## src/common/ccr_params.svh

```systemverilog
// Purpose: offsets, field positions, reset values, timing counts
// Assumes: byte registers on a 32-bit Avalon-MM word grid
// Notes:   included only by the ccr_core module of the clock controller
`ifndef CCR_PARAMS_SVH
`define CCR_PARAMS_SVH

// ----------------------------------------------------------------
// register indexes (byte address is four times the index)
// ----------------------------------------------------------------
`define CCR_IDX_SYSDIV   4'h0
`define CCR_IDX_RTC_SOURCE_FIELD   4'h1
`define CCR_IDX_ICK      4'h2
`define CCR_IDX_GATE1    4'h3
`define CCR_IDX_GATE2    4'h4
`define CCR_IDX_IRQ      4'h5
`define CCR_IDX_STATUS   4'h6

// ----------------------------------------------------------------
// reset values
// ----------------------------------------------------------------
`define CCR_RST_SYSDIV   8'h03
`define CCR_RST_RTC_SOURCE_FIELD   8'h00
`define CCR_RST_ICK      8'h11
`define CCR_RST_GATE1    8'h00
`define CCR_RST_GATE2    8'h80
`define CCR_GATE2_MASK   8'hbf

// ----------------------------------------------------------------
// field positions
// ----------------------------------------------------------------
`define CCR_ICK_BEEP     6
`define CCR_ICK_FAST_HALT_WAKEUP     5
`define CCR_ICK_SLOW_HALT_REGULATOR_OFF   4
`define CCR_ICK_SRDY     3
`define CCR_ICK_SEN      2
`define CCR_ICK_FRDY     1
`define CCR_ICK_FEN      0
`define CCR_IRQ_SWF      0
`define CCR_IRQ_SWEN     1
`define CCR_IRQ_SECF     2
`define CCR_IRQ_SECEN    3

// ----------------------------------------------------------------
// timing: rtc switch handshake time
// ----------------------------------------------------------------
`define CCR_CLK_MHZ      20
`define CCR_RTC_SW_NS    400
`define CCR_RTC_SW_CYC   ((`CCR_RTC_SW_NS * `CCR_CLK_MHZ + 999) / 1000)

`endif

```

## src/common/ccr_pkg.sv

```systemverilog
// Purpose: shared types of the clock controller
// Assumes: nothing
// Notes:   constants live in ccr_params.svh
package ccr_pkg;
	typedef enum logic [1:0] {
		CCR_RTC_IDLE = 2'b00,
		CCR_RTC_BUSY = 2'b01
	} ccr_rtc_e;
	typedef logic [7:0] ccr_byte_t;
endpackage

```

## src/common/ccr_osc_if.sv

```systemverilog
// Purpose: oscillator demand and status between core and arbiter
// Assumes: single clock
// Notes:   carries forced-on terms and software enables
`timescale 1ns/1ps
interface ccr_osc_if;
	logic sw_slow_en;
	logic sw_fast_en;
	logic force_slow;
	logic force_fast;
	logic keep_slow;
	logic keep_fast;
	logic slow_en;
	logic fast_en;
	modport core (output sw_slow_en, output sw_fast_en,
		output force_slow, output force_fast, output keep_slow,
		output keep_fast, input slow_en, input fast_en);
	modport arb (input sw_slow_en, input sw_fast_en,
		input force_slow, input force_fast, input keep_slow,
		input keep_fast, output slow_en, output fast_en);
endinterface

```

## src/core/ccr_osc_arb.sv

```systemverilog
// Purpose: oscillator enable arbitration
// Assumes: software values come from writes to the enable bits
// Notes:   hardware demand wins over a software clear
`timescale 1ns/1ps
module ccr_osc_arb
(
	ccr_osc_if.arb	osc
);
	import ccr_pkg::*;

	// ----------------------------------------------------------------
	// effective enables
	// ----------------------------------------------------------------
	assign osc.slow_en = osc.sw_slow_en | osc.force_slow
		| osc.keep_slow;
	assign osc.fast_en = osc.sw_fast_en | osc.force_fast
		| osc.keep_fast;
endmodule // ccr_osc_arb

```

## src/core/ccr_rtc_sync.sv

```systemverilog
// Purpose: two-flop synchroniser for oscillator ready levels
// Assumes: ready levels come from free-running oscillators
// Notes:   first stage is read only by the second
`timescale 1ns/1ps
module ccr_rtc_sync
(
	input  wire logic	i_clk,
	input  wire logic	i_srst,
	input  wire logic [1:0]	i_async,
	output logic [1:0]	o_sync
);
	import ccr_pkg::*;
	logic [1:0] meta_q;
	logic [1:0] sync_q;

	always_ff @(posedge i_clk)
	begin
		if (i_srst)
		begin
			meta_q <= 2'h0;
			sync_q <= 2'h0;
		end
		else
		begin
			meta_q <= i_async;
			sync_q <= meta_q;
		end
	end
	assign o_sync = sync_q;
endmodule // ccr_rtc_sync

```

## src/core/ccr_core.sv

```systemverilog
// Purpose: clock controller control registers and gating
// Assumes: Avalon-MM slave, 20 MHz i_clk, i_por_srst is power-on
// Notes:   one wait state on every access
//
// Added by the designer: the Avalon-MM slave port.
`timescale 1ns/1ps
`include "ccr_params.svh"
module ccr_core
(
	input  wire logic		i_clk,
	input  wire logic		i_srst,
	input  wire logic		i_por_srst,
	input  wire logic [3:0]		i_avs_address,
	input  wire logic		i_avs_read,
	input  wire logic		i_avs_write,
	input  wire logic [31:0]	i_avs_writedata,
	input  wire logic [3:0]		i_avs_byteenable,
	output logic [31:0]		o_avs_readdata,
	output logic			o_avs_waitrequest,
	input  wire logic		i_switch_event,
	input  wire logic		i_security_event,
	input  wire logic		i_wait_mode,
	input  wire logic		i_halt_mode,
	input  wire logic		i_halt_exit,
	input  wire logic [3:0]		i_main_src,
	input  wire logic [3:0]		i_switch_target,
	input  wire logic [3:0]		i_clkout_src,
	input  wire logic [1:0]		i_beep_src,
	input  wire logic		i_slow_measure,
	input  wire logic		i_safe_osc,
	input  wire logic		i_slow_osc_ready,
	input  wire logic		i_fast_osc_ready,
	output logic			o_irq,
	output logic			o_wake,
	output logic [2:0]		o_sys_prescale,
	output logic [2:0]		o_rtc_divide,
	output logic [3:0]		o_rtc_source,
	output logic			o_rtc_switch_pending,
	output logic			o_beep_clk_en,
	output logic			o_wake_fast_div8,
	output logic			o_regulator_off,
	output logic			o_slow_osc_en,
	output logic			o_fast_osc_en,
	output logic [7:0]		o_gate_bank_one,
	output logic [7:0]		o_gate_bank_two
);
	import ccr_pkg::*;

	// ----------------------------------------------------------------
	// helpers
	// ----------------------------------------------------------------
	function automatic logic onehot0(input logic [3:0] v);
		onehot0 = (v & (v - 4'h1)) == 4'h0;
	endfunction

	// ----------------------------------------------------------------
	// state
	// ----------------------------------------------------------------
	ccr_byte_t	sysdiv_q;
	ccr_byte_t	ick_q;
	ccr_byte_t	gate1_q;
	ccr_byte_t	gate2_q;
	logic [2:0]	rtc_div_q;
	logic [3:0]	rtc_src_q;
	ccr_rtc_e	rtc_st_q;
	logic [4:0]	rtc_cnt_q;
	logic [3:0]	irq_q;
	logic		ack_q;
	logic [31:0]	rdata_q;
	logic [1:0]	ready_s;

	// ----------------------------------------------------------------
	// bus decode
	// ----------------------------------------------------------------
	wire req      = i_avs_read | i_avs_write;
	wire wr_fire  = i_avs_write & ack_q & i_avs_byteenable[0];
	wire wr_sys   = wr_fire & (i_avs_address == `CCR_IDX_SYSDIV);
	wire wr_rtc   = wr_fire & (i_avs_address == `CCR_IDX_RTC_SOURCE_FIELD);
	wire wr_ick   = wr_fire & (i_avs_address == `CCR_IDX_ICK);
	wire wr_g1    = wr_fire & (i_avs_address == `CCR_IDX_GATE1);
	wire wr_g2    = wr_fire & (i_avs_address == `CCR_IDX_GATE2);
	wire wr_irq   = wr_fire & (i_avs_address == `CCR_IDX_IRQ);
	wire [7:0] wd = i_avs_writedata[7:0];

	// one wait state: waitrequest drops in the second cycle
	assign o_avs_waitrequest = req & ~ack_q;

	always_ff @(posedge i_clk)
	begin
		if (i_srst)
			ack_q <= 1'b0;
		else
			ack_q <= req & ~ack_q;
	end

	// ----------------------------------------------------------------
	// rtc register, power-on reset only
	// ----------------------------------------------------------------
	wire rtc_busy  = (rtc_st_q == CCR_RTC_BUSY);
	wire [2:0] new_div = wd[7:5];
	wire [3:0] new_src = wd[4:1];
	wire rtc_valid = onehot0(new_src);
	wire rtc_take  = wr_rtc & ~rtc_busy & rtc_valid;
	wire rtc_chg   = rtc_take & ((new_div != rtc_div_q)
		| (new_src != rtc_src_q));
	wire [4:0] rtc_cyc = 5'(`CCR_RTC_SW_CYC);
	wire [7:0] rtc_rst = `CCR_RST_RTC_SOURCE_FIELD;

	always_ff @(posedge i_clk)
	begin
		if (i_por_srst)
		begin
			rtc_div_q <= rtc_rst[7:5];
			rtc_src_q <= rtc_rst[4:1];
			rtc_st_q  <= CCR_RTC_IDLE;
			rtc_cnt_q <= 5'h0;
		end
		else
		begin
			if (rtc_take)
			begin
				rtc_div_q <= new_div;
				rtc_src_q <= new_src;
			end
			case (rtc_st_q)
				CCR_RTC_IDLE:
					if (rtc_chg)
					begin
						rtc_st_q  <= CCR_RTC_BUSY;
						rtc_cnt_q <= rtc_cyc;
					end
				CCR_RTC_BUSY:
					if (rtc_cnt_q == 5'h1)
						rtc_st_q <= CCR_RTC_IDLE;
					else
						rtc_cnt_q <= rtc_cnt_q - 5'h1;
				default:
					rtc_st_q <= CCR_RTC_IDLE;
			endcase
		end
	end

	// ----------------------------------------------------------------
	// system reset registers
	// ----------------------------------------------------------------
	always_ff @(posedge i_clk)
	begin
		if (i_srst)
		begin
			sysdiv_q <= `CCR_RST_SYSDIV;
			ick_q    <= `CCR_RST_ICK;
			gate1_q  <= `CCR_RST_GATE1;
			gate2_q  <= `CCR_RST_GATE2;
		end
		else
		begin
			if (wr_sys)
				sysdiv_q <= {5'h0, wd[2:0]};
			if (wr_ick)
				ick_q <= wd & 8'h75;
			if (wr_g1)
				gate1_q <= wd;
			if (wr_g2)
				gate2_q <= wd & `CCR_GATE2_MASK;
		end
	end

	// ----------------------------------------------------------------
	// interrupt flags: set wins over clear
	// ----------------------------------------------------------------
	wire clr_sw  = wr_irq & ~wd[`CCR_IRQ_SWF];
	wire clr_sec = wr_irq & ~wd[`CCR_IRQ_SECF];

	always_ff @(posedge i_clk)
	begin
		if (i_srst)
			irq_q <= 4'h0;
		else
		begin
			if (wr_irq)
			begin
				irq_q[`CCR_IRQ_SWEN]  <= wd[`CCR_IRQ_SWEN];
				irq_q[`CCR_IRQ_SECEN] <= wd[`CCR_IRQ_SECEN];
			end
			irq_q[`CCR_IRQ_SWF] <= i_switch_event
				| (irq_q[`CCR_IRQ_SWF] & ~clr_sw);
			irq_q[`CCR_IRQ_SECF] <= i_security_event
				| (irq_q[`CCR_IRQ_SECF] & ~clr_sec);
		end
	end

	wire irq_any = (irq_q[`CCR_IRQ_SWF] & irq_q[`CCR_IRQ_SWEN])
		| (irq_q[`CCR_IRQ_SECF] & irq_q[`CCR_IRQ_SECEN]);
	assign o_irq  = irq_any;
	// halt exit is the job of other wakeup sources
	assign o_wake = irq_any & i_wait_mode & ~i_halt_mode;

	// ----------------------------------------------------------------
	// oscillator control
	// ----------------------------------------------------------------
	ccr_rtc_sync u_sync
	(
		.i_clk   (i_clk),
		.i_srst  (i_srst),
		.i_async ({i_slow_osc_ready, i_fast_osc_ready}),
		.o_sync  (ready_s)
	);

	ccr_osc_if osc ();
	wire beep_slow = i_beep_src[1];
	assign osc.sw_slow_en = ick_q[`CCR_ICK_SEN];
	assign osc.sw_fast_en = ick_q[`CCR_ICK_FEN];
	assign osc.force_slow = i_switch_target[1] | i_slow_measure
		| beep_slow;
	assign osc.keep_slow  = i_main_src[1] | i_clkout_src[1]
		| rtc_src_q[1] | (beep_slow & ick_q[`CCR_ICK_BEEP]);
	assign osc.force_fast = i_safe_osc | i_switch_target[0]
		| (i_halt_exit & ick_q[`CCR_ICK_FAST_HALT_WAKEUP]);
	assign osc.keep_fast  = i_main_src[0] | i_clkout_src[0]
		| rtc_src_q[0];

	ccr_osc_arb u_arb
	(
		.osc (osc.arb)
	);

	// ----------------------------------------------------------------
	// read path
	// ----------------------------------------------------------------
	wire [7:0] ick_rd = {1'b0, ick_q[6:4], ready_s[1], osc.slow_en,
		ready_s[0], osc.fast_en};
	wire [7:0] rtc_rd = {rtc_div_q, rtc_src_q, rtc_busy};
	wire [7:0] stat_rd = {6'h0, ready_s};
	logic [7:0] rsel;
	always_comb
	begin
		case (i_avs_address)
			`CCR_IDX_SYSDIV: rsel = sysdiv_q;
			`CCR_IDX_RTC_SOURCE_FIELD: rsel = rtc_rd;
			`CCR_IDX_ICK:    rsel = ick_rd;
			`CCR_IDX_GATE1:  rsel = gate1_q;
			`CCR_IDX_GATE2:  rsel = gate2_q;
			`CCR_IDX_IRQ:    rsel = {4'h0, irq_q};
			`CCR_IDX_STATUS: rsel = stat_rd;
			default:         rsel = 8'h00;
		endcase
	end

	always_ff @(posedge i_clk)
	begin
		if (i_srst)
			rdata_q <= 32'h0000_0000;
		else if (i_avs_read & ~ack_q)
			rdata_q <= {24'h00_0000, rsel};
	end
	assign o_avs_readdata = rdata_q;

	// ----------------------------------------------------------------
	// outputs
	// ----------------------------------------------------------------
	assign o_sys_prescale       = sysdiv_q[2:0];
	assign o_rtc_divide         = rtc_div_q;
	assign o_rtc_source         = rtc_src_q;
	assign o_rtc_switch_pending = rtc_busy;
	assign o_beep_clk_en = gate1_q[6] & (~i_halt_mode
		| ick_q[`CCR_ICK_BEEP]);
	assign o_wake_fast_div8 = ick_q[`CCR_ICK_FAST_HALT_WAKEUP];
	assign o_regulator_off = ick_q[`CCR_ICK_SLOW_HALT_REGULATOR_OFF]
		& i_halt_mode;
	assign o_slow_osc_en   = osc.slow_en;
	assign o_fast_osc_en   = osc.fast_en;
	assign o_gate_bank_one = gate1_q;
	assign o_gate_bank_two = gate2_q;

	// ----------------------------------------------------------------
	// checks
	// ----------------------------------------------------------------
	property p_irq_mask;
		@(posedge i_clk) disable iff (i_srst)
		(~irq_q[`CCR_IRQ_SWEN] & ~irq_q[`CCR_IRQ_SECEN]) |-> ~o_irq;
	endproperty
	a_irq_mask: assert property (p_irq_mask)
		else $error("irq with both enables off");

	property p_no_halt_wake;
		@(posedge i_clk) disable iff (i_srst)
		i_halt_mode |-> ~o_wake;
	endproperty
	a_no_halt_wake: assert property (p_no_halt_wake)
		else $error("wake asserted in halt");

	property p_rtc_frozen;
		@(posedge i_clk) disable iff (i_por_srst)
		rtc_busy |=> $stable(rtc_src_q) && $stable(rtc_div_q);
	endproperty
	a_rtc_frozen: assert property (p_rtc_frozen)
		else $error("rtc source changed while pending");

	property p_rtc_onehot;
		@(posedge i_clk) disable iff (i_por_srst)
		onehot0(rtc_src_q);
	endproperty
	a_rtc_onehot: assert property (p_rtc_onehot)
		else $error("rtc source not one-hot");

	property p_rtc_busy_len;
		@(posedge i_clk) disable iff (i_por_srst)
		rtc_chg && !rtc_busy |=> rtc_busy [*8] ##1 !rtc_busy;
	endproperty
	a_rtc_busy_len: assert property (p_rtc_busy_len)
		else $error("rtc pending length wrong");

	property p_slow_keep;
		@(posedge i_clk) disable iff (i_srst)
		rtc_src_q[1] |-> o_slow_osc_en;
	endproperty
	a_slow_keep: assert property (p_slow_keep)
		else $error("slow osc off while rtc source");

	property p_fast_safe;
		@(posedge i_clk) disable iff (i_srst)
		i_safe_osc |-> o_fast_osc_en;
	endproperty
	a_fast_safe: assert property (p_fast_safe)
		else $error("fast osc off in safe mode");

	property p_gate2_rsv;
		@(posedge i_clk) disable iff (i_srst)
		!gate2_q[6];
	endproperty
	a_gate2_rsv: assert property (p_gate2_rsv)
		else $error("reserved gate bit set");
endmodule // ccr_core

```

## config.mk

```make
export PLATFORM = sky130hd
export DESIGN_NAME = ccr_core
export DESIGN_NICKNAME = d
export VERILOG_FILES = /design/src/common/ccr_pkg.sv /design/src/common/ccr_osc_if.sv /design/src/core/ccr_osc_arb.sv /design/src/core/ccr_rtc_sync.sv /design/src/core/ccr_core.sv
export VERILOG_INCLUDE_DIRS = /design/src /design/src/common
export SDC_FILE = /design/constraint.sdc
export NUM_CORES = 1
export LEC_CHECK = 0
export BUFFER_PORTS_ARGS = -buffer_cell sky130_fd_sc_hd__buf_2
export CAP_MARGIN = 5
export CORE_ASPECT_RATIO = 1.2
export CORE_MARGIN = 3
export CORE_UTILIZATION = 50
export CTS_CLUSTER_DIAMETER = 30
export DETAILED_ROUTE_END_ITERATION = 10
export PLACE_DENSITY = 0.85
export SYNTH_ARGS = -nofsm -noshare
export SYNTH_HDL_FRONTEND = slang
export SYNTH_SLANG_ARGS = --single-unit
```

## constraint.sdc

```tcl
create_clock -name i_clk -period 3.47 [get_ports i_clk]
set_clock_uncertainty 0.05 [all_clocks]
set_input_delay 0.694 -clock i_clk [delete_from_list [all_inputs] [get_ports i_clk]]
set_output_delay 0.694 -clock i_clk [all_outputs]
set_load 0.005 [all_outputs]
```

---- After elaboration in Yosys (flattened, before gate mapping) ----
Index checks and enable logic that the tools add are counted.
cells by class
  reduce and logical (&&, ||, !) cells .... 6
  bitwise gates (word level) .............. 52
  add/subtract/negate cells ............... 2
  multiplexer cells ....................... 7
  equal/unequal tests ..................... 13
operators by type and width
  operator               count
  $pmux W8 S7            1
  $and A1 B1 Y1          25
  $or A1 B1 Y1           19
  $eq A4 B3 Y1 const B   3
  $mux W5                2
  $pmux W5 S2            1
  $eq A4 B2 Y1 const B   2
  $logic_not A4 Y1       2
  $not A1 Y1             7
  $eq A5 B1 Y1 const B   1
  $sub A5 B1 Y5 const B  1
  $and A4 B4 Y4          1
  $eq A4 B1 Y1 const B   1
  $mux W2                2
  $ne A2 B2 Y1 const B   2
  $ne A4 B4 Y1           1
  $pmux W2 S2            1
  $sub A4 B1 Y4 const B  1
  $ne A3 B3 Y1           1
  $reduce_and A3 Y1      1
  $eq A2 B1 Y1 const B   1
  $logic_not A2 Y1       1
  $ne A2 B1 Y1 const B   1
  $reduce_and A2 Y1      1
  $reduce_bool A2 Y1     1
word-level totals
  output and inout bits ................... 67
  word-level logic and storage cells ...... 94
  input port bits ......................... 68
  flip-flop bits (word level) ............. 54

---- Depth between registers and ports, before layout ----
Gate-level depths: netlist of run 1.
  depth in word-level cells ............... 8
  gate-level depth with buffers ........... 7
  depth with buffers taken out ............ 6

---- Hierarchy ----
A second synthesis of run 1 with hierarchy kept.
second synthesis, totals
  cells, all modules ...................... 291
  area total of the unflattened synthesis .. 2710.1 µm²
modules (own cells, without submodules)
  module        sequential area each (µm²)  area an instance (µm²)  cells an instance  instances
  ccr_core      980.9                       2592.5                  281                1
  ccr_rtc_sync  80.1                        105.1                   8                  1
  ccr_osc_arb   0.0                         12.5                    2                  1

---- Worst setup path after synthesis of run 1 ----
Ideal clock, no wire load.
  path kind ............................... in2reg
  start point ............................. input i_avs_writedata[3]
  end point ............................... register rtc_cnt_q[1]
  slack ................................... 1.574 ns
  data required time ...................... 3.290 ns
  library setup time ...................... 0.130 ns
  data arrival time ....................... 1.716 ns
  stages .................................. 5
  buffers on the path ..................... 1
  cells stage by stage .................... buf_2 -> a211oi_2 -> o2111ai_4 -> a41oi_2 -> o32ai_1
between the ends
  word-level cells in the longest chain between the ends .. 7
  elaborated cells on any way between the ends .. 9
  classes of those cells .................. 1 x add/sub; 2 x eq/ne; 4 x bitwise; 2 x reduce/logical
ends and longest elaborated chain
  element                               RTL line         text
  from (decl)                           ccr_core.sv:16   input wire logic [31:0] i_avs_writedata,
  $sub A4 B1 Y4                         ccr_core.sv:53   onehot0 = (v & (v - 4'h1)) == 4'h0;
  $and A4 B4 Y4                         ccr_core.sv:53
  $logic_not A4 Y1                      ccr_core.sv:53
  $and A1 B1 Y1                         ccr_core.sv:103  wire rtc_take = wr_rtc & ~rtc_busy & rtc_valid;
  $and A1 B1 Y1 *                       ccr_core.sv:104  wire rtc_chg = rtc_take & ((new_div != rtc_div_q)
  $ne A2 B2 Y1 (no source line) *       --
  $reduce_and A3 Y1 (no source line) *  --
  to (signal assigned)                  ccr_core.sv:130  rtc_cnt_q <= rtc_cyc;
  to (signal assigned)                  ccr_core.sv:136  rtc_cnt_q <= rtc_cnt_q - 5'h1;
  to (decl)                             ccr_core.sv:66   logic [4:0] rtc_cnt_q;
Every way passes the cells marked *; elsewhere a longest branch is shown, timed or not.
A chain may end at the register's enable or synchronous reset.

---- Worst setup path after layout of run 1 ----
  start point ............................. input i_avs_address[0]
  end point ............................... register ick_q[0]
between the ends
  word-level cells in the longest chain between the ends .. 2
ends and longest elaborated chain
  element               RTL line         text
  from (decl)           ccr_core.sv:13   input wire logic [3:0] i_avs_address,
  $eq A4 B2 Y1          --
  $and A1 B1 Y1         ccr_core.sv:79   wire wr_ick = wr_fire & (i_avs_address == `CCR_IDX_ICK);
  to (signal assigned)  ccr_core.sv:151  ick_q <= `CCR_RST_ICK;
  to (signal assigned)  ccr_core.sv:160  ick_q <= wd & 8'h75;
  to (decl)             ccr_core.sv:60   ccr_byte_t ick_q;
No other way between the ends.

==> results of run 1 <==
report_power, final:
group / internal (uW) / switching, uW / total (uW)
registers: 614 / 4.12 / 619
clock network: 159 / 192 / 351
logic: 41.6 / 72.1 / 114
total: 815 / 269 / 1080
final cells by class:
| cell class | count | area, um2 | area share [%] |
|---|---|---|---|
| Multi-Input combinational cell | 225 | 1560 | 48.8 |
| Sequential cell | 53 | 1060 | 33.3 |
| Timing Repair Buffer | 75 | 375 | 11.8 |
| Clock buffer | 7 | 86.3 | 2.71 |
| Tap cell | 62 | 77.6 | 2.43 |
| Inverter | 8 | 30.0 | 0.942 |
worst max-delay path, stage by stage:
cell and delay, ns:
buf_2 0.30, nand2b_1 0.34, nor4b_4 0.59, nor2b_1 0.11
a211o_1 0.28
layout by cell type, fill, tap and decap left out, types with 2 or more instances in the layout:
| cell | count |
|---|---|
| nor2_1 | 37 |
| mux2i_1 | 36 |
| nor2b_1 | 9 |
| mux2_2 | 2 |
| a211oi_2 | 2 |
| xnor2_1 | 3 |
| ha_1 | 2 |
| nor4_1 | 2 |
| dfxtp_1 | 53 |
| and3_1 | 2 |
| nor3_1 | 5 |
| a211o_1 | 5 |
| conb_1 | 25 |
| clkbuf_8 | 6 |
| a211oi_1 | 2 |
| nand3_1 | 6 |
| a21oi_1 | 16 |
| xor2_1 | 7 |
| nand3b_1 | 8 |
| inv_1 | 8 |
| buf_2 | 75 |
| nand2b_1 | 4 |
| nand2_1 | 10 |
| o21ai_0 | 9 |
| nor2_2 | 2 |
cell families after synthesis:
group	Yosys count	synth area share [%]
muxes	39	14.1
buffers and inverters	53	12.1
and+or+nand+nor	99	19.5
adders and majority gates	2	0.871
DFF	53	36.9
xor gates and xnor gates	10	3.05
AOI/OAI and AO/OA	50	13.4
other	1	0.130
final timing paths:
check	to
setup / recovery	ick_q[0]
hold / removal	u_sync.o_sync[0]
setup reg to reg	ick_q[0]
hold reg to reg	u_sync.o_sync[0]
layer usage:
metal	share of wire, %	vias to the layer above
li1	-	1138
met4	1.5	0
met2	48	96
met5	0	-
met1	44	1094
met3	6.3	10
stage by stage:
step | cell area (um2) | utilization (%)
CTS | 3190 | 58.9
global route | 3190 | 58.9
detailed placement | 3100 | 57.3
global placement | 3100 | 57.3
floorplan | 2960 | -
finish | 3190 | 58.9
synth_stat cells, types with 2 or more instances:
library cell and number:
nand3b_1 8, a211oi_1 2, a211oi_2 2, nor2b_1 9
nor4_1 2, mux2i_1 36, buf_6 5, buf_2 4
nand3_1 6, xor2_1 7, nor2_2 2, mux2_2 2
nor3_1 5, nand2b_1 4, ha_1 2, and3_1 2
a21oi_1 16, a211o_1 5, xnor2_1 3, buf_4 28
inv_1 8, o21ai_0 9, nor2_1 37, clkbuf_1 8
nand2_1 10, dfxtp_1 53
state kept, by name (all words and copies together) (netlist names), 2 cells and up:
register	cells
rtc_cnt_q	5
o_rtc_source	4
u_sync.meta_q	2
irq_q	4
u_sync.o_sync	2
o_gate_bank_two	7
ick_q	5
o_rtc_divide	3
sysdiv_q	3
o_avs_readdata	8
o_gate_bank_one	8
==> out/results.ini, run 1 <==
[grt]
overflow = 0
grt_max_degree = 41
busiest_layer = met2
globalRouteMet2Util_pct = 33.3
grt_pass1_vias = 2180
antenna_found_initial = 0
grt_util_met1_pct = 27.9
grt_pass1_wl_mm = 10.7
met3_usage_pct = 4.16
grt.total_usage_pct = 20.7

[timing]
rsz0062_at_grt = no
fmax_mhz = 460
hold_viol = 0
final_max_slew_viol_count = 0
setup-violations-final = 0
period_share_pct = 62.6
hold_ws_ns = 0.389
max-slew-margin-rel_pct = 49.9
worst_slack_ns = 1.30
worst_slew_pin_slew_ns = 0.751
min_period_ns = 2.17
finalSetupTns_ns = 0

[clock_tree]
postCtsSetupRepairBufs = 0
clockRootBuffer = clkbuf_8
clk-insertion-delay-late_ns = 0.31
cts_buffers = 5
cts_buffer_depth = 2
cts-resized-gates = 0
cts_tree = done
cts_sinks = 53
clkTransAtPathRegs_ns = 0.09
ctsHtreeMaxLevel = 2
cts_hold_repair.buffers = 0

[placed_design]
dpl_worst_slack_ns = 0.980
post-place-cells = 423
io_buffers = 75
gp_congestion = 0.821
dp_hpwl_mm = 4.88

[layout]
n_antenna_cell = 0
syn2layout_area_growth_pct = 10.9
fillers = 473
fin_nets = 438
fin_cells = 430
drive_above_1_share_pct = 26.6

[die]
core_mm2 = 0.00541
die_area_mm2 = 0.00670
die_w_um = 75.2
num_rows = 29
io_pins = 135
die_h_um = 89.1
initial_utilization_pct = 53.2

[logic_synthesis]
seq_area_frac_synth_pct = 36.9
synth_flop_cell = dfxtp_1
synthTopCellsByArea = dfxtp_1, mux2i_1, buf_4
synth_async_sr_flop_share_pct = 0
synth_area_mm2 = 0.00287
synth_top_cell_by_area = dfxtp_1
yosysWarnings = 0
avgSynthCellArea_um2 = 9.36
ys_ff_latch = 53
syn_inst = 307
synthDistinctLibCells = 58
synth_top_area_share_pct = 36.9
synth_edf_count = 0

[drt]
drtPass1Iterations = 5
wl_per_cell_um = 15.6
drtIter0Drc = 165
postRouteAntennaNets = 0
num_vias = 2338
drt-vias-per-instance = 5.44
routed_wirelength_mm = 6.69
drc = 0

[critical_path]
reg2reg_depth = 4
path_class = in2reg
critPathMaxFanout = 30
endpoint_kind = flip-flop
rrSetupSlack_ns = 1.66
reg2reg_from = ack_q
cp.arrival_ns = 2.32
crit_path_start_kind = input port
critPathLaunch = i_avs_address[0]
critPathRequiredTime_ns = 3.62

[power_and_ir_drop]
p_per_area_mw_per_mm2 = 340
ir_drop_mv = 0.229
power_uw = 1080
p_leak_uw = 0.00146

[status]
status = completed

[run]
drv_cap = 0

[hold_path]
min_delay_path_depth = 1
min_from = u_sync.meta_q[0]
hp-class = reg2reg

Note: power is estimated with default switching activity, not from simulation.
==> run 2, diff against run 1 <==
--- a/config.mk
+++ b/config.mk
@@ -10,10 +10,10 @@
 export CAP_MARGIN = 5
 export CORE_ASPECT_RATIO = 1.2
 export CORE_MARGIN = 3
-export CORE_UTILIZATION = 50
+export CORE_UTILIZATION = 47
 export CTS_CLUSTER_DIAMETER = 30
 export DETAILED_ROUTE_END_ITERATION = 10
-export PLACE_DENSITY = 0.85
+export PLACE_DENSITY = 0.81
 export SYNTH_ARGS = -nofsm -noshare
 export SYNTH_HDL_FRONTEND = slang
 export SYNTH_SLANG_ARGS = --single-unit
==> constraint.sdc (replaced) <==
create_clock -name i_clk -period 2.2 [get_ports i_clk]
set_clock_uncertainty 0.05 [all_clocks]
set_input_delay 0.44 -clock i_clk [delete_from_list [all_inputs] [get_ports i_clk]]
set_output_delay 0.44 -clock i_clk [all_outputs]
set_load 0.005 [all_outputs]
==> run 2 against run 1 <==
Net effect: combinational power up 61%; highest routed layer unchanged; die area up 5.9%; flip-flop and latch count unchanged; count of clock-buffer cells in the layout unchanged; register-to-register slack worse by 1.2 ns; sequential share of layout area down 0.62 points; first-iteration DRC count down 13%; cell area up 1.9%.
==> out/results.ini, run 2 (same netlist as run 1, synthesis figures left out) <==
[layout]
drive_above_1_share_pct = 27.6  ; +0.98 points
fin_area_mm2 = 0.00325  ; +1.9%
final_cell_mix = buf_2, dfxtp_1, nor2_1, mux2i_1, conb_1
fin_cells = 453  ; +5.3%
layout_commonest_cell = buf_2
fin_nets = 443  ; +1.1%
syn2layout_area_growth_pct = 13.0
n_antenna_cell = 0  ; unchanged

[run]
drv_cap = 0  ; unchanged

[power_and_ir_drop]
power_frac_comb_pct = 10.7  ; +0.2 points
p_leak_uw = 0.00148  ; +1.7%
power_frac_seq_pct = 56.8  ; -0.3 points
p_per_area_mw_per_mm2 = 529  ; +56%
p_sw_share_pct = 24.9  ; +0.14 points
p_switching_uw = 429  ; +59%
clkPwrFrac_pct = 32.5  ; about the same
power.internal_uw = 1290  ; +58%
ir_drop_mv = 0.397  ; +73%

[critical_path]
endpoint_kind = flip-flop
critical_path.max_stage_delay_ns = 0.50  ; -0.09 ns
crit_path_start_kind = flip-flop
cp_slowest_cell = and4_2
path_class = reg2reg
cp_cell_sequence = and3_1 -> and4_2 -> mux2i_1 -> nor2_1
cp.arrival_ns = 1.90  ; -0.42 ns
critPathRequiredTime_ns = 2.33  ; -1.29 ns
critPathMaxFanout = 8  ; -73%

[clock_tree]
cts-resized-gates = 0  ; unchanged
ctsHtreeMaxLevel = 2  ; unchanged
cts_sinks = 53  ; unchanged
cts_buffers = 5  ; unchanged
cts_buffer_depth = 2  ; unchanged
cts_hold_repair.buffers = 0  ; unchanged
postCtsSetupRepairBufs = 0  ; unchanged
clkTransAtPathRegs_ns = 0.10  ; about the same
cts_tree = done
clockRootBuffer = clkbuf_8
clk-insertion-delay-late_ns = 0.31  ; about the same

[hold_path]
hp-class = in2reg

[placed_design]
post_dp_cell_area_mm2 = 0.00316  ; +1.9%
post-place-cells = 446  ; +5.4%
io_buffers = 75  ; unchanged
gp_congestion = 0.794  ; -3.2%
dpl_worst_slack_ns = 0.264  ; -0.715 ns
dp_hpwl_mm = 4.92  ; +0.83%

[timing]
finalSetupTns_ns = 0  ; unchanged
min_period_ns = 1.77
period_share_pct = 80.3
worst_slack_ns = 0.434  ; -0.864 ns
final_max_slew_viol_count = 0  ; unchanged
max-slew-margin-rel_pct = 48.8  ; -1.1 points
rsz0062_at_grt = no
worst_slew_pin_slew_ns = 0.768  ; +0.0164 ns
setup-violations-final = 0  ; unchanged
fmax_mhz = 566
hold_viol = 0  ; unchanged

[drt]
drc = 0  ; unchanged
drtIter0Drc = 144  ; -13%
drt-vias-per-instance = 5.27  ; -3.0%
wl_per_cell_um = 14.6  ; -6.1%
postRouteAntennaNets = 0  ; unchanged
drtPass1Iterations = 4  ; -1
routed_wirelength_mm = 6.62  ; -1.1%
num_vias = 2388  ; +2.1%

[die]
core_mm2 = 0.00578  ; +6.9%
die_h_um = 91.7  ; +2.9%
die_w_um = 77.4  ; +2.9%
num_rows = 30  ; +3.4%
io_pins = 135  ; unchanged
die_area_mm2 = 0.00709  ; +5.9%
initial_utilization_pct = 49.7  ; -3.4 points

[grt]
grt_max_degree = 41  ; unchanged
antenna_found_initial = 0  ; unchanged
grt_pass1_wl_mm = 10.5  ; -1.7%
grt.total_usage_pct = 18.3  ; -2.4 points
overflow = 0  ; unchanged
grt_pass1_vias = 2165  ; -0.69%

[status]
status = completed

==> run 2: cell types whose count changed in the layout (fill, tap and decap cells not counted) <==
cell	delta
buf_4	+5
==> run 2: cell type report <==
type,count,area [um2]
Tap cell,80,100
Fill cell,551,2530
Multi-Input combinational cell,225,1560
Timing Repair Buffer,80,413
Sequential cell,53,1060
Clock buffer,7,86.3
Inverter,8,30.0
==> run 2: worst max-delay path, delay by kind of cell (launching register included) <==
kind / cells / cell delay (ns)
AND/OR/NAND/NOR: 3 / 0.93
multiplexers: 1 / 0.30
flip-flops: 1 / 0.37
==> run 2: per-layer routing <==
metal | part of all wire, % | GRT usage, % | up-vias
met5 | 0 | 0 | -
met4 | 1.9 | 6.23 | 0
met3 | 6.6 | 3.73 | 13
met2 | 48 | 30.5 | 93
met1 | 44 | 23.3 | 1126
li1 | - | - | 1156
==> run 2: final timing paths <==
| path | from | endpoint | slack, ns | cells after the start |
|---|---|---|---|---|
| max | ack_q | o_gate_bank_one[0] | 0.43 | 4 |
| min | i_fast_osc_ready | u_sync.meta_q[0] | 0.30 | 2 |
| max reg2reg | ack_q | o_gate_bank_one[0] | 0.43 | 4 |
| min reg2reg | u_sync.meta_q[0] | u_sync.o_sync[0] | 0.39 | 1 |
==> run 2: power groups by stage <==
| stage | Sequential, uW | Clock, uW | Combinational (uW) |
|---|---|---|---|
| after floorplan | 997 | 0 | 160 |
| after global placement | 998 | 0 | 178 |
| after detailed placement | 998 | 0 | 181 |
| after CTS | 976 | 566 | 182 |
| after global routing | 977 | 603 | 202 |
| final | 976 | 559 | 184 |
==> run 2: through the flow <==
step	power, uW	hold WS [ns]	util (%)
after floorplan	1160	0.364	-
after global placement	1180	0.375	54.7
after detailed placement	1180	0.375	54.7
after CTS	1720	0.294	56.2
after global routing	1780	0.307	56.2
final	1720	0.296	56.2
==> run 3, diff against run 2 <==
--- a/config.mk
+++ b/config.mk
@@ -10,10 +10,10 @@
 export CAP_MARGIN = 5
 export CORE_ASPECT_RATIO = 1.2
 export CORE_MARGIN = 3
-export CORE_UTILIZATION = 47
+export CORE_UTILIZATION = 42
 export CTS_CLUSTER_DIAMETER = 30
 export DETAILED_ROUTE_END_ITERATION = 10
-export PLACE_DENSITY = 0.81
+export PLACE_DENSITY = 0.76
 export SYNTH_ARGS = -nofsm -noshare
 export SYNTH_HDL_FRONTEND = slang
 export SYNTH_SLANG_ARGS = --single-unit
==> constraint.sdc (replaced) <==
create_clock -name i_clk -period 1.6 [get_ports i_clk]
set_clock_uncertainty 0.05 [all_clocks]
set_input_delay 0.32 -clock i_clk [delete_from_list [all_inputs] [get_ports i_clk]]
set_output_delay 0.32 -clock i_clk [all_outputs]
set_load 0.005 [all_outputs]
==> run 3 against run 2 <==
Net effect: count of clock-buffer cells in the layout stayed put; flip-flop and latch count is the same; sequential share of layout area fell by 2.3 points; critical path depth down 1; wire length is 7.8% higher; sequential power grew 37%; worst hold slack lost 0.13 ns; setup slack got worse by 0.39 ns; global-route usage decreased by 0.14 points.
==> out/results.ini, run 3 (same netlist as run 1, synthesis figures left out) <==
[status]
status = completed

[drt]
routed_wirelength_mm = 7.13  ; +7.8%
num_vias = 2433  ; +1.9%
postRouteAntennaNets = 0  ; unchanged
drtPass1Iterations = 4  ; unchanged
drt-vias-per-instance = 5.09  ; -3.4%
drc = 0  ; unchanged
wl_per_cell_um = 14.9  ; +2.1%
drtIter0Drc = 147  ; +2.1%

[grt]
overflow = 0  ; unchanged
grt.total_usage_pct = 18.1  ; -0.14 points
grt_pass1_wl_mm = 11.4  ; +8.3%
antenna_found_initial = 0  ; unchanged
grt_pass1_vias = 2410  ; +11%
grt_max_degree = 41  ; unchanged

[critical_path]
critPathRequiredTime_ns = 1.23  ; -1.10 ns
reg2reg_from = rtc_cnt_q[1]
critPathLaunch = irq_q[0]
cp.arrival_ns = 1.18  ; -0.72 ns
crit_buf_inv = 1  ; +1
cp_slowest_cell = dfxtp_2
critPathMaxFanout = 3  ; -5
endpoint_kind = output pin
cp_cell_sequence = a22o_1 -> and3b_1 -> buf_2
path_class = reg2out
critPathTopFamily = flip-flops
crit_path_start_kind = flip-flop
critical_path.max_stage_delay_ns = 0.34  ; -0.16 ns

[timing]
min_period_ns = 1.55
final_max_slew_viol_count = 0  ; unchanged
hold_ws_ns = 0.169  ; -0.127 ns
rsz0062_at_grt = yes
period_share_pct = 97.1
worst_slack_ns = 0.0469  ; -0.387 ns
setup-violations-final = 0  ; unchanged
fmax_mhz = 644
hold_viol = 0  ; unchanged

[layout]
final_cell_mix = buf_2, dfxtp_1, nor2_1, mux2i_1, conb_1
fin_nets = 463  ; +4.5%
syn2layout_area_growth_pct = 21.9
fillers = 614  ; +11%
drive_above_1_share_pct = 34.1  ; +6.5 points
n_antenna_cell = 0  ; unchanged
layout_commonest_cell = buf_2

[power_and_ir_drop]
p_leak_uw = 0.00160  ; +8.2%
p_per_area_mw_per_mm2 = 687  ; +30%
power_uw = 2410  ; +40%
ir_drop_mv = 0.375  ; -5.5%

[die]
die_w_um = 81.5  ; +5.3%
io_pins = 135  ; unchanged
die_area_mm2 = 0.00788  ; +11%
die_h_um = 96.6  ; +5.4%
num_rows = 32  ; +6.7%
initial_utilization_pct = 44.0  ; -5.7 points
core_mm2 = 0.00653  ; +13%

[run]
drv_cap = 0  ; unchanged

[hold_path]
hp-class = in2reg
min_from = i_slow_osc_ready

[clock_tree]
cts_buffers = 5  ; unchanged
cts_buffer_depth = 2  ; unchanged
cts_tree = done
clkTransAtPathRegs_ns = 0.09  ; about the same
clockRootBuffer = clkbuf_8
cts_hold_repair.buffers = 0  ; unchanged
cts_sinks = 53  ; unchanged
ctsHtreeMaxLevel = 2  ; unchanged
clk-insertion-delay-late_ns = 0.30  ; about the same

[placed_design]
dpl_worst_slack_ns = -0.148  ; -0.412 ns
io_buffers = 75  ; unchanged
gp_congestion = 0.823  ; +3.6%
dp_hpwl_mm = 5.50  ; +12%

run 3: timing repair:
action | in CTS | in global routing
setup endpoints to repair | 5 | 24
resized for setup | 2 | 14
buffers inserted | 0 | 0
cloned | 0 | 0
pin swaps | 0 | 1
run 3: final timing paths:
| path | to | slack [ns] | depth (start not counted) |
|---|---|---|---|
| max | o_wake | 0.05 | 3 |
| min | u_sync.meta_q[1] | 0.17 | 2 |
| max reg2reg | rtc_cnt_q[4] | 0.05 | 6 |
| min reg2reg | u_sync.o_sync[0] | 0.40 | 1 |
run 3: layer usage:
layer	vias to the layer above	routed length [um]	track usage [%]
li1	1197	-	-
met1	1150	3080	23.3
met2	76	3460	29.9
met3	10	459	3.54
met4	0	133	5.72
met5	-	0	0
run 3: final cells by class:
type / count / area [um2] / share of cell area [%]
Tap cell: 85 / 106 / 3.03
Inverter: 8 / 30.0 / 0.857
Clock buffer: 7 / 86.3 / 2.46
Sequential cell: 53 / 1070 / 30.4
Multi-Input combinational cell: 225 / 1620 / 46.1
Timing Repair Buffer: 100 / 601 / 17.1
run 3: metrics by stage:
step           cells  setup TNS, ns  utilization, %  instance area (um2)
6_report         478              0            53.7                 3500
4_1_cts          478              0            52.8                 3440
2_1_floorplan    331              0               -                 2960
3_5_place_dp     471         -0.756            51.4                 3350
5_1_grt          478        -0.0493            53.7                 3500
3_3_place_gp     471         -0.562            51.4                 3350
run 3: power breakdown:
group	switching, uW	internal (uW)	total [uW]
sequential	9.63	1330	1340
clock	424	345	768
combinational	169	129	297
total	602	1810	2410
